===== config.mk =====
export PLATFORM = sky130hd
export DESIGN_NAME = adcrs_top
export DESIGN_NICKNAME = d
export VERILOG_FILES = /design/src/rtl/adcrs_pkg.sv /design/src/rtl/adcrs_fall_detect.sv /design/src/rtl/adcrs_result_bank.sv /design/src/rtl/adcrs_top.sv
export SDC_FILE = /design/constraint.sdc
export NUM_CORES = 1
export LEC_CHECK = 0
export BUFFER_PORTS_ARGS = -buffer_cell sky130_fd_sc_hd__buf_2
export CORE_MARGIN = 2
export CORE_UTILIZATION = 63
export CTS_CLUSTER_DIAMETER = 40
export DETAILED_ROUTE_END_ITERATION = 8
export PLACE_DENSITY = 0.85
export SYNTH_ARGS = -nofsm -noshare
export SYNTH_HDL_FRONTEND = slang
export SYNTH_HIERARCHICAL = 1
export SYNTH_SLANG_ARGS = --single-unit

===== constraint.sdc =====
create_clock -name clk_sys -period 6.5 [get_ports clk_sys]
set_clock_uncertainty 0.2 [all_clocks]
set_input_delay 0.65 -clock clk_sys [delete_from_list [all_inputs] [get_ports clk_sys]]
set_output_delay 0.65 -clock clk_sys [all_outputs]
set_load 0.005 [all_outputs]

===== src/rtl/adcrs_pkg.sv =====
`default_nettype none
package adcrs_pkg;
  // Register byte addresses on the plain register port.
  localparam logic [15:0] ADCRS_CTRL_A_ADDR = 16'h03d6;
  localparam logic [15:0] ADCRS_CTRL_B_ADDR = 16'h03d7;
  localparam logic [15:0] ADCRS_CTRL_C_ADDR = 16'h03d4;
  // Result registers sit at base plus twice the input index.
  localparam logic [15:0] ADCRS_RESULT_BASE = 16'h03c0;
  // Field positions in conv_control_a.
  localparam int ADCRS_A_CH_LSB = 0;
  localparam int ADCRS_A_MD_LSB = 3;
  localparam int ADCRS_A_TRG_BIT = 5;
  localparam int ADCRS_A_START_BIT = 6;
  localparam int ADCRS_A_CLK_DIV_SEL_LO_BIT = 7;
  // Field positions in conv_control_b.
  localparam int ADCRS_B_SPAN_LSB = 0;
  localparam int ADCRS_B_MD2_BIT = 2;
  localparam int ADCRS_B_RES_BIT = 3;
  localparam int ADCRS_B_CLK_DIV_SEL_HI_BIT = 4;
  localparam int ADCRS_B_REF_BIT = 5;
  localparam int ADCRS_B_AMP_LSB = 6;
  // Field position of the pin group select in conv_control_c.
  localparam int ADCRS_C_GRP_LSB = 1;
  // Reset values of the three control registers.
  localparam logic [7:0] ADCRS_CTRL_A_RST = 8'h00;
  localparam logic [7:0] ADCRS_CTRL_B_RST = 8'h00;
  localparam logic [7:0] ADCRS_CTRL_C_RST = 8'h00;
  // Mode field encodings handled by this sequencer.
  localparam logic [1:0] ADCRS_MODE_REPEAT = 2'h1;
  localparam logic [1:0] ADCRS_MODE_SWEEP = 2'h2;
  // Sequencer states.
  typedef enum logic [1:0] {ADCRS_IDLE, ADCRS_ARM, ADCRS_CONV} adcrs_state_t;
endpackage
`default_nettype wire


===== src/rtl/adcrs_fall_detect.sv =====
`default_nettype none
module adcrs_fall_detect
  import adcrs_pkg::*;
(
  input wire logic clk_sys,
  input wire logic rstn,
  input wire logic pin,
  output logic fall
);
  // Previous pin level; reset high, so a pin held low at reset shows as an edge.
  logic pin_prev;

  // Remember the pin level of the last cycle.
  always_ff @(posedge clk_sys or negedge rstn)
  begin
    if (!rstn)
    begin
      pin_prev <= 1'b1;
    end
    else
    begin
      pin_prev <= pin;
    end
  end

  // A high-to-low transition shows as a one-cycle pulse.
  assign fall = pin_prev & ~pin;
endmodule
`default_nettype wire


===== src/rtl/adcrs_result_bank.sv =====
`default_nettype none
module adcrs_result_bank
  import adcrs_pkg::*;
#(
  parameter int DATA_W = 10,
  parameter int DEPTH = 8,
  parameter int IDX_W = 3
)
(
  input wire logic clk_sys,
  input wire logic rstn,
  input wire logic wr_en,
  input wire logic [IDX_W-1:0] wr_idx,
  input wire logic [DATA_W-1:0] wr_data,
  input wire logic [IDX_W-1:0] rd_idx,
  output logic [DATA_W-1:0] rd_value
);
  // One result word per input index.
  logic [DATA_W-1:0] mem [DEPTH];

  // Each entry takes a new result only when its own index is written.
  for (genvar i = 0; i < DEPTH; i++)
  begin : g_entry
    always_ff @(posedge clk_sys or negedge rstn)
    begin
      if (!rstn)
      begin
        mem[i] <= '0;
      end
      else if (wr_en && (wr_idx == IDX_W'(i)))
      begin
        mem[i] <= wr_data;
      end
    end
  end

  // Read port is plain combinational; the caller registers it.
  assign rd_value = mem[rd_idx];
endmodule
`default_nettype wire


===== src/rtl/adcrs_top.sv =====
// How it works
// Mode 01 is repeat, 10 is single sweep.
// Repeat mode reconverts selected input continuously.
// Repeat stops on flag clear; no interrupt.
// Software trigger starts on writing start flag.
// External trigger starts on falling edge after flag.
// Start flag readable and writable by software.
// Channel field indexes inputs zero to seven.
// Input formed from channel, group, amplifier path.
// Sweep span ignored in repeat mode.
// Software writes secondary mode bit zero.
// Sweep converts inputs once in ascending order.
// Sweep blocks of two, four, six, eight.
// Sweep stops at end; software trigger clears flag.
// Sweep end raises the interrupt request.
// Channel field ignored in single sweep mode.
// Each result lands in its input's register.
// Resolution bit selects 8 or 10 bits.
// Software leaves control registers alone mid-conversion.
// Software rewrites channel after changing mode.
// Software waits 1 us after reference connect.
// Span 00/01/10/11 gives 2/4/6/8 inputs.
// Repeat results overwrite without overrun flag.
`default_nettype none
module adcrs_top
  import adcrs_pkg::*;
#(
  parameter int RES_W = 10,
  parameter int NUM_CH = 8
)
(
  input wire logic clk_sys,
  input wire logic rstn,
  input wire logic [15:0] addr,
  input wire logic [7:0] wr_data,
  input wire logic wr_en,
  input wire logic rd_en,
  output logic [15:0] rd_data,
  input wire logic ext_trigger_pin,
  input wire logic conv_done,
  input wire logic [RES_W-1:0] conv_data,
  output logic conv_req,
  output logic [6:0] conv_sel,
  output logic conv_res10,
  output logic conv_irq
);
  // Software-visible control bytes.
  logic [7:0] ctrl_a;
  logic [7:0] ctrl_b;
  logic [7:0] ctrl_c;
  // Sequencer state and the input index under conversion.
  adcrs_state_t state;
  logic [2:0] idx;
  // Decoded control fields.
  logic [1:0] mode;
  logic start_flag;
  logic trg_ext;
  logic [2:0] channel_field;
  logic [1:0] sweep_span_field;
  logic [1:0] pin_group_sel;
  logic [1:0] amp_path_sel;
  logic mode_ok;
  // Sequencing terms shared by several processes.
  logic trig_fall;
  logic conv_ok;
  logic sweep_last;
  logic launch_first;
  logic launch;
  logic sweep_finish;
  logic [2:0] last_idx;
  logic [2:0] next_idx;
  logic [RES_W-1:0] store_data;
  logic [RES_W-1:0] bank_rd;

  // True when the address falls inside the result register window.
  function automatic logic is_result_addr(input logic [15:0] a);
    is_result_addr = (a[15:4] == ADCRS_RESULT_BASE[15:4]) && !a[0];
  endfunction

  // Input index addressed by a result register address.
  function automatic logic [2:0] result_index(input logic [15:0] a);
    result_index = a[3:1];
  endfunction

  // Field extraction from the control bytes.
  assign mode = ctrl_a[ADCRS_A_MD_LSB +: 2];
  assign start_flag = ctrl_a[ADCRS_A_START_BIT];
  assign trg_ext = ctrl_a[ADCRS_A_TRG_BIT];
  assign channel_field = ctrl_a[ADCRS_A_CH_LSB +: 3];
  assign sweep_span_field = ctrl_b[ADCRS_B_SPAN_LSB +: 2];
  assign pin_group_sel = ctrl_c[ADCRS_C_GRP_LSB +: 2];
  assign amp_path_sel = ctrl_b[ADCRS_B_AMP_LSB +: 2];

  // Only repeat and single sweep run here; other patterns leave the block idle.
  assign mode_ok = (mode == ADCRS_MODE_REPEAT) || (mode == ADCRS_MODE_SWEEP);

  // The block always starts from input 0 and ends on an odd index.
  assign last_idx = {sweep_span_field, 1'b1};

  // Falling edges of the external trigger pin.
  adcrs_fall_detect u_fall (
    .clk_sys(clk_sys),
    .rstn(rstn),
    .pin(ext_trigger_pin),
    .fall(trig_fall)
  );

  // A conversion result that belongs to a live run.
  assign conv_ok = (state == ADCRS_CONV) && start_flag && mode_ok && conv_done;
  assign sweep_last = (mode == ADCRS_MODE_SWEEP) && (idx == last_idx);
  assign sweep_finish = conv_ok && sweep_last;

  // First conversion of a run: by software write or by the pin edge.
  always_comb
  begin
    launch_first = 1'b0;
    if (start_flag && mode_ok)
    begin
      if (state == ADCRS_IDLE && !trg_ext)
      begin
        launch_first = 1'b1;
      end
      else if (state == ADCRS_ARM && trig_fall)
      begin
        launch_first = 1'b1;
      end
    end
  end

  // Repeat keeps going after every result; sweep goes on until the last input.
  assign launch = launch_first || (conv_ok && !sweep_last);

  // Index of the next conversion.
  always_comb
  begin
    if (launch_first)
    begin
      // Repeat takes the channel field and ignores the span; sweep starts at 0.
      next_idx = (mode == ADCRS_MODE_REPEAT) ? channel_field : 3'h0;
    end
    else if (mode == ADCRS_MODE_SWEEP)
    begin
      next_idx = idx + 3'h1;
    end
    else
    begin
      next_idx = idx;
    end
  end

  // In 8-bit mode only the low byte of the converter word is kept.
  assign store_data = ctrl_b[ADCRS_B_RES_BIT] ? conv_data
                                               : {{(RES_W-8){1'b0}}, conv_data[7:0]};

  // Per-input result storage; a new result simply overwrites the old one.
  adcrs_result_bank #(
    .DATA_W(RES_W),
    .DEPTH(NUM_CH),
    .IDX_W(3)
  ) u_bank (
    .clk_sys(clk_sys),
    .rstn(rstn),
    .wr_en(conv_ok),
    .wr_idx(idx),
    .wr_data(store_data),
    .rd_idx(result_index(addr)),
    .rd_value(bank_rd)
  );

  // Control byte a; a software write beats the hardware clear of the start flag.
  always_ff @(posedge clk_sys or negedge rstn)
  begin
    if (!rstn)
    begin
      ctrl_a <= ADCRS_CTRL_A_RST;
    end
    else if (wr_en && (addr == ADCRS_CTRL_A_ADDR))
    begin
      ctrl_a <= wr_data;
    end
    else if (sweep_finish && !trg_ext)
    begin
      // Only the software-triggered sweep drops its own start flag.
      ctrl_a[ADCRS_A_START_BIT] <= 1'b0;
    end
  end

  // Control byte b; the secondary mode bit is held as written and not used here.
  always_ff @(posedge clk_sys or negedge rstn)
  begin
    if (!rstn)
    begin
      ctrl_b <= ADCRS_CTRL_B_RST;
    end
    else if (wr_en && (addr == ADCRS_CTRL_B_ADDR))
    begin
      ctrl_b <= wr_data;
    end
  end

  // Control byte c carries the pin group select.
  always_ff @(posedge clk_sys or negedge rstn)
  begin
    if (!rstn)
    begin
      ctrl_c <= ADCRS_CTRL_C_RST;
    end
    else if (wr_en && (addr == ADCRS_CTRL_C_ADDR))
    begin
      ctrl_c <= wr_data;
    end
  end

  // Sequencer state; clearing the start flag aborts at once, even mid-conversion.
  always_ff @(posedge clk_sys or negedge rstn)
  begin
    if (!rstn)
    begin
      state <= ADCRS_IDLE;
    end
    else
    begin
      case (state)
        ADCRS_IDLE:
        begin
          if (start_flag && mode_ok)
          begin
            state <= trg_ext ? ADCRS_ARM : ADCRS_CONV;
          end
        end
        ADCRS_ARM:
        begin
          if (!start_flag || !mode_ok)
          begin
            state <= ADCRS_IDLE;
          end
          else if (trig_fall)
          begin
            state <= ADCRS_CONV;
          end
        end
        ADCRS_CONV:
        begin
          if (!start_flag || !mode_ok)
          begin
            state <= ADCRS_IDLE;
          end
          else if (sweep_finish)
          begin
            // With the pin trigger the flag stays set, so the block rearms for the next edge.
            state <= ADCRS_IDLE;
          end
        end
        default:
        begin
          state <= ADCRS_IDLE;
        end
      endcase
    end
  end

  // Index of the input being converted.
  always_ff @(posedge clk_sys or negedge rstn)
  begin
    if (!rstn)
    begin
      idx <= 3'h0;
    end
    else if (launch)
    begin
      idx <= next_idx;
    end
  end

  // Conversion request pulse and the full input selection beside it.
  always_ff @(posedge clk_sys or negedge rstn)
  begin
    if (!rstn)
    begin
      conv_req <= 1'b0;
      conv_sel <= 7'h00;
    end
    else
    begin
      conv_req <= launch;
      if (launch)
      begin
        conv_sel <= {amp_path_sel, pin_group_sel, next_idx};
      end
    end
  end

  // Interrupt request pulse; repeat mode never reaches sweep_finish.
  always_ff @(posedge clk_sys or negedge rstn)
  begin
    if (!rstn)
    begin
      conv_irq <= 1'b0;
    end
    else
    begin
      conv_irq <= sweep_finish;
    end
  end

  // Resolution select towards the converter.
  always_ff @(posedge clk_sys or negedge rstn)
  begin
    if (!rstn)
    begin
      conv_res10 <= 1'b0;
    end
    else
    begin
      conv_res10 <= ctrl_b[ADCRS_B_RES_BIT];
    end
  end

  // Read data stands one cycle after the strobe and is zero otherwise.
  always_ff @(posedge clk_sys or negedge rstn)
  begin
    if (!rstn)
    begin
      rd_data <= 16'h0000;
    end
    else if (!rd_en)
    begin
      rd_data <= 16'h0000;
    end
    else if (addr == ADCRS_CTRL_A_ADDR)
    begin
      rd_data <= {8'h00, ctrl_a};
    end
    else if (addr == ADCRS_CTRL_B_ADDR)
    begin
      rd_data <= {8'h00, ctrl_b};
    end
    else if (addr == ADCRS_CTRL_C_ADDR)
    begin
      rd_data <= {8'h00, ctrl_c};
    end
    else if (is_result_addr(addr))
    begin
      rd_data <= {{(16-RES_W){1'b0}}, bank_rd};
    end
    else
    begin
      // Unmapped addresses read as zero.
      rd_data <= 16'h0000;
    end
  end

  // Patterns other than repeat and sweep never leave idle.
  property p_mode_idle;
    @(posedge clk_sys) disable iff (!rstn)
    (state == ADCRS_IDLE) && !mode_ok |=> (state == ADCRS_IDLE) && !conv_req;
  endproperty
  a_mode_idle: assert property (p_mode_idle) else $error("idle left in bad mode");

  // A software-triggered start requests a conversion on the next cycle.
  property p_sw_start;
    @(posedge clk_sys) disable iff (!rstn)
    (state == ADCRS_IDLE) && start_flag && mode_ok && !trg_ext |=> conv_req;
  endproperty
  a_sw_start: assert property (p_sw_start) else $error("software start lost");

  // Armed with no pin edge, nothing is requested.
  property p_ext_wait;
    @(posedge clk_sys) disable iff (!rstn)
    (state == ADCRS_ARM) && !trig_fall |=> !conv_req;
  endproperty
  a_ext_wait: assert property (p_ext_wait) else $error("start without pin edge");

  // A pin edge while armed starts a conversion.
  property p_ext_go;
    @(posedge clk_sys) disable iff (!rstn)
    (state == ADCRS_ARM) && start_flag && mode_ok && ext_trigger_pin ##1
    !ext_trigger_pin && (state == ADCRS_ARM) && start_flag && mode_ok |=> conv_req;
  endproperty
  a_ext_go: assert property (p_ext_go) else $error("pin edge missed");

  // Repeat mode requests the same channel again after each result.
  property p_repeat_again;
    @(posedge clk_sys) disable iff (!rstn)
    conv_ok && (mode == ADCRS_MODE_REPEAT) |=> conv_req && (conv_sel[2:0] == $past(idx));
  endproperty
  a_repeat_again: assert property (p_repeat_again) else $error("repeat stalled");

  // Repeat mode never raises the interrupt.
  property p_repeat_noirq;
    @(posedge clk_sys) disable iff (!rstn)
    (mode == ADCRS_MODE_REPEAT) |=> !conv_irq;
  endproperty
  a_repeat_noirq: assert property (p_repeat_noirq) else $error("irq in repeat");

  // Sweep walks upward one input at a time.
  property p_sweep_order;
    @(posedge clk_sys) disable iff (!rstn)
    conv_ok && (mode == ADCRS_MODE_SWEEP) && !sweep_last |=> (idx == $past(idx) + 3'h1);
  endproperty
  a_sweep_order: assert property (p_sweep_order) else $error("sweep out of order");

  // The last result of a sweep raises the interrupt and ends the run.
  property p_sweep_end;
    @(posedge clk_sys) disable iff (!rstn)
    sweep_finish && !trg_ext && !wr_en |=> conv_irq && !start_flag && (state == ADCRS_IDLE);
  endproperty
  a_sweep_end: assert property (p_sweep_end) else $error("sweep end wrong");

  // The last input of the span ends the sweep: the interrupt follows and no request does.
  property p_span_last;
    @(posedge clk_sys) disable iff (!rstn)
    sweep_finish |=> conv_irq && !conv_req;
  endproperty
  a_span_last: assert property (p_span_last) else $error("sweep span wrong");

  // Clearing the start flag stops a run within one cycle.
  property p_stop;
    @(posedge clk_sys) disable iff (!rstn)
    !start_flag && (state != ADCRS_IDLE) |=> (state == ADCRS_IDLE) && !conv_req;
  endproperty
  a_stop: assert property (p_stop) else $error("stop ignored");
endmodule
`default_nettype wire


## After elaboration in Yosys (flattened, before gate mapping)

Cells that the tools add are included.

- Add/subtract/negate cells: 1
- Reductions and logical operators: 34
- Bitwise gates (word level): 3
- $lt $le $gt $ge: 1
- Equality and inequality tests: 19
- Muxes and demuxes: 24

Operators with widths:

| kind | count |
|---|---|
| $mux 10 | 8 |
| $eq 16x10->1 const B | 3 |
| $bmux 10 s3 | 1 |
| $logic_and 1x1->1 | 22 |
| $eq 12x6->1 const B | 1 |
| $eq 3x3->1 const B | 4 |
| $mux 2 | 6 |
| $mux 3 | 3 |
| $eq 3x2->1 const B | 2 |
| $ne 3x2->1 const B | 2 |
| $pmux 2 s3 | 1 |
| $logic_not 1->1 | 5 |
| $mux 1 | 5 |
| $eq 2x1->1 const B | 2 |
| $eq 2x2->1 const B | 2 |
| $ge 4x4->1 const B | 1 |
| $not 3->4 | 1 |
| $add 3x1->3 const B | 1 |
| $eq 3x1->1 const B | 1 |
| $eq 3x3->1 | 1 |
| $logic_not 3->1 | 1 |
| $logic_or 1x1->1 | 3 |
| $reduce_and 3->1 | 1 |
| $logic_not 2->1 | 1 |
| other kinds (4) | 4 |

- Output and inout bits: 26
- Flip-flop bits (word level): 136
- Bits of input ports: 40
- Logic and storage cells: 102

## Depth between registers and ports, before layout

- Depth in word-level cells: 9
- Depth in mapped cells: 8
- Gate-level depth less buffers: 7

## By module

Netlist, hierarchy kept.

Modules (own cells, without submodules):

| module | area an instance (µm²) | instances | cells an instance | seq. area each (µm²) |
|---|---|---|---|---|
| adcrs_result_bank | 3,694.8 | 1 | 210 | 2,001.9 |
| adcrs_top | 2,277.2 | 1 | 190 | 1,151.1 |
| adcrs_fall_detect | 40.0 | 1 | 2 | 26.3 |

## Worst setup path before layout

Ideal clock, no wire load.

- Path kind: input -> register
- Start point: input port addr[13]
- End point: register ctrl_b[0]
- Path slack: 4.024 ns
- Stages: 6
- Library setup time: 0.125 ns
- Arrival time: 2.151 ns
- Path buffers: 2
- Data required time: 6.175 ns
- Path through: or4_4 buf_6 nor4_2 and3_1 buf_6 mux2_4

- Word-level cells in the longest chain between the ends: 2

RTL lines:

| what | line | RTL |
|---|---|---|
| from (decl) | adcrs_top.sv:34 | `input wire logic [15:0] addr,` |
| $eq 16x10->1 | adcrs_top.sv:195 | `else if (wr_en && (addr == ADCRS_CTRL_B_ADDR))` |
| $logic_and 1x1->1 | adcrs_top.sv:195 |  |
| to (signal assigned) | adcrs_top.sv:197 | `ctrl_b <= wr_data;` |
| to (decl) | adcrs_top.sv:49 | `logic [7:0] ctrl_b;` |

Every way passes these cells.
A chain may end at the register's enable or synchronous reset.

## Final worst setup path

- Start point: register ctrl_a[3]
- End point: register u_bank/mem[19] (netlist bit)

- Word-level cells in the longest chain between the ends: 5
- Elaborated cells between the ends (all ways): 6
- Classes of those cells: eq/ne: 2; reduce/logical: 4

RTL lines:

| what | line | RTL |
|---|---|---|
| from (decl) | adcrs_top.sv:48 | `logic [7:0] ctrl_a;` |
| from (signal assigned) | adcrs_top.sv:179 | `ctrl_a <= wr_data;` |
| $eq 2x1->1 or $eq 2x2->1 (tied branches) | adcrs_top.sv:95 | `assign mode_ok = (mode == ADCRS_MODE_REPEAT) \|\| (mode == ADCRS_MODE_SWEEP);` |
| $logic_or 1x1->1 * | adcrs_top.sv:95 |  |
| $logic_and 1x1->1 * (2 in series) | adcrs_top.sv:109 | `assign conv_ok = (state == ADCRS_CONV) && start_flag && mode_ok && conv_done;` |
| named net conv_ok | adcrs_top.sv:65 | `logic conv_ok;` |
| $logic_and 1x1->1 * | adcrs_result_bank.sv:30 | `else if (wr_en && (wr_idx == IDX_W'(i)))` |
| to (signal, indexed assignment) | adcrs_result_bank.sv:32 | `mem[i] <= wr_data;` |
| to (decl) | adcrs_result_bank.sv:19 | `logic [DATA_W-1:0] mem [DEPTH];` |

The timed path passes the listed nets; every way through them passes the cells marked *.

==> results.cfg <==
[outcome]
outcome = finished clean

[synth]
synth_top_family_by_area = multiplexers
synth_cell_types = 51
muxShareOfSynthArea_pct = 31.34
syn_inst = 402
avgSynthCellArea_um2 = 14.96
synth_warnings = 6
ys.flop_type = dfrtp_1
synth-xor-area-share_pct = 0.2914
synthAdderAreaFrac_pct = 0.6243
synthesis.area_mm2 = 0.006012
seq_area_frac_synth_pct = 52.88
ys_seq_elements = 127
yosys.area_share.simple_pct = 8.345
synth_compound_area_share_pct = 3.663
synth-edff-count = 0
synth_async_sr_flop_share_pct = 100.0

[floorplan]
fp-row-count = 35
start_util_pct = 65.06
core-area_mm2 = 0.009240
dieArea_mm2 = 0.01034
die-width_um = 101.7
io_pins = 66
dieHeight_um = 101.7

[sta]
slew_headroom_pct = 45.20
layout_min_cycle_time_ps = 3031
setup_viol = 0
period_share_pct = 46.64
finalMaxSlewViolations = 0
fmax_mhz = 329.9
holdWs_ps = 46.45
final.setup.tns_ps = 0
finalHoldViolations = 0
rsz0062_at_grt = false
max_slew.worst_pin.slew_ps = 817.7

[power]
power.density_mw_per_mm2 = 257.4
finalPower_mw = 1.790
p_leak_nw = 3.551
power.switching_mw = 0.3856
intPower_mw = 1.405
p_seq_share_pct = 44.2
p_comb_share_pct = 3.3
switching_share_pct = 21.54
p_clk_share_pct = 52.5
max-vdd-ir-drop_v = 0.0001994

[clocking]
numClockSinks = 127
clk_latency_ps = 520
clk_pin_slew_ps = 60
holdBufCountCts = 0
cts_tree = built
h-tree-depth = 4
postCtsResizedCells = 0
clockBufferDepth = 2
cts_buffers = 17
clk_root_buffer_cell = clkbuf_8
postCtsSetupRepairBufs = 0

[place]
place.gp.congestion = 0.9110
io_buffers = 59
dpl.cell_count = 573
dp_hpwl_mm = 8.435

[cells_and_area]
final_cells = 605
final_layout_size_suffix_gt1_share_pct = 48.11
nNetsFinal = 506
num_antenna_cells = 0
area_growth_pct = 15.67
n_fill_cell = 555

[drt]
wl_per_cell_um = 22.08
highest_layer = met4
num_vias = 3777
wl_met3_um = 592
met2_length_mm = 7.181
ant_nets = 0
drc = 0
drtIter0Drc = 172
firstDrtPassIters = 5
vias_per_cell = 6.243
drt-met1-wl_mm = 5.297
wirelength_mm = 13.36

[worst_setup_path]
cp.arrival_ps = 3220
worstPathMaxFanout = 10
required_ps = 6690
setup.worst_path.end_class = register
cp-start-kind = register
ff2ff_path_depth = 7
crit_type = reg2reg

[global_routing]
grt_usage_pct = 27.72
grt_pass1_vias = 3944
antenna_found_initial = 0
grt_pass1_wl_mm = 20.92
grt_max_degree = 68
overflow = 0

[job]
cap_viol_max_count = 0

[worst_hold_path]
hp-class = in2async
## power groups by stage
stage,clock network [mW],registers [mW],logic [mW]
floorplan,0,0.806,0.0230
global placement,0,0.806,0.0566
detailed placement,0,0.806,0.0584
CTS,0.957,0.792,0.0591
global route,0.993,0.791,0.0648
finish,0.940,0.792,0.0585
## metrics by stage
stage	worst slack, ps	util, %	area (µm²)
2_1_floorplan	4024	-	6031
3_3_place_gp	3603	68.82	6359
3_5_place_dp	3530	68.82	6359
4_1_cts	3465	75.26	6954
5_1_grt	3292	75.26	6954
6_report	3469	75.26	6954
## synthesized netlist by cell type, types with 3 or more instances
cell type,number,share of area [%]
dfrtp_1,126,52
mux2_2,109,20
mux4_1,20,8.7
nand2_1,16,1.0
a31oi_1,9,0.94
nand3_1,9,0.75
o21ai_0,9,0.75
buf_2,8,0.67
mux2_4,8,2.0
o31ai_1,8,1.0
buf_4,6,0.75
and3_1,5,0.52
nand4b_1,5,0.73
and4bb_2,4,0.83
buf_6,4,0.75
inv_1,4,0.25
buf_1,3,0.19
clkbuf_1,3,0.19
ha_1,3,0.62
o21ai_1,3,0.25
## per-layer routing
| metal | track usage (%) | vias to the layer above |
|---|---|---|
| li1 | - | 1649 |
| met5 | 0 | - |
| met3 | 5.728 | 28 |
| met4 | 10.81 | 0 |
| met1 | 34.06 | 1962 |
| met2 | 48.18 | 138 |
## worst paths after layout
check,start,end,slack (ps)
min,rstn,state[0],50
min reg2reg,u_bank/mem[68],u_bank/mem[68],300
max,ctrl_a[3],u_bank/mem[19],3470
min in group clk_sys,ext_trigger_pin,u_fall/pin_prev,70
max reg2reg,ctrl_a[3],u_bank/mem[19],3470
max in group asynchronous,rstn,u_bank/mem[26],4770
## sequential cells by signal (all words and copies together), names as in the netlist, 2 cells and up
register	count
conv_sel	5
ctrl_a	8
rd_data	10
u_bank/mem	80
ctrl_b	8
ctrl_c	8
idx	2
state	2
## logic make-up after synthesis
group	count (synthesis)
muxes	138
AOI/OAI and AO/OA	35
buffers and inverters	28
and+or+nand+nor	68
DFF	127
adders and majority gates	3
xor gates and xnor gates	2
other	1
## layout by cell type (no fill, tap or decap), drive strengths merged, types with 4 or more instances in the layout
cell type	instances
dfrtp	126
mux2	118
buf	61
mux4	20
clkbuf	19
nand2	16
o21ai	12
nand3	10
a31oi	9
o31ai	8
clkinv	7
conb	6
nand4b	6
and3	5
inv	5
and4bb	4
nor3	4
## worst max-delay path, stage by stage (launching register included)
cell	delay, ps
dfrtp_1	390
inv_1	60
ha_1	300
and4bb_2	340
nand2_1	160
inv_1	220
nand4b_1	680
mux2_2	550
## final cells by class
cell class | instances | area, µm² | share of cell area [%]
sequential | 127 | 3179 | 45.72
multi-input combinational | 252 | 2690 | 38.68
clock buffer | 19 | 431.7 | 6.207
timing repair buffer | 61 | 312.8 | 4.498
clock inverter | 13 | 163.9 | 2.357
tap | 129 | 161.4 | 2.321
inverter | 4 | 15.01 | 0.2159
Note: power is estimated with default switching activity, not from simulation.
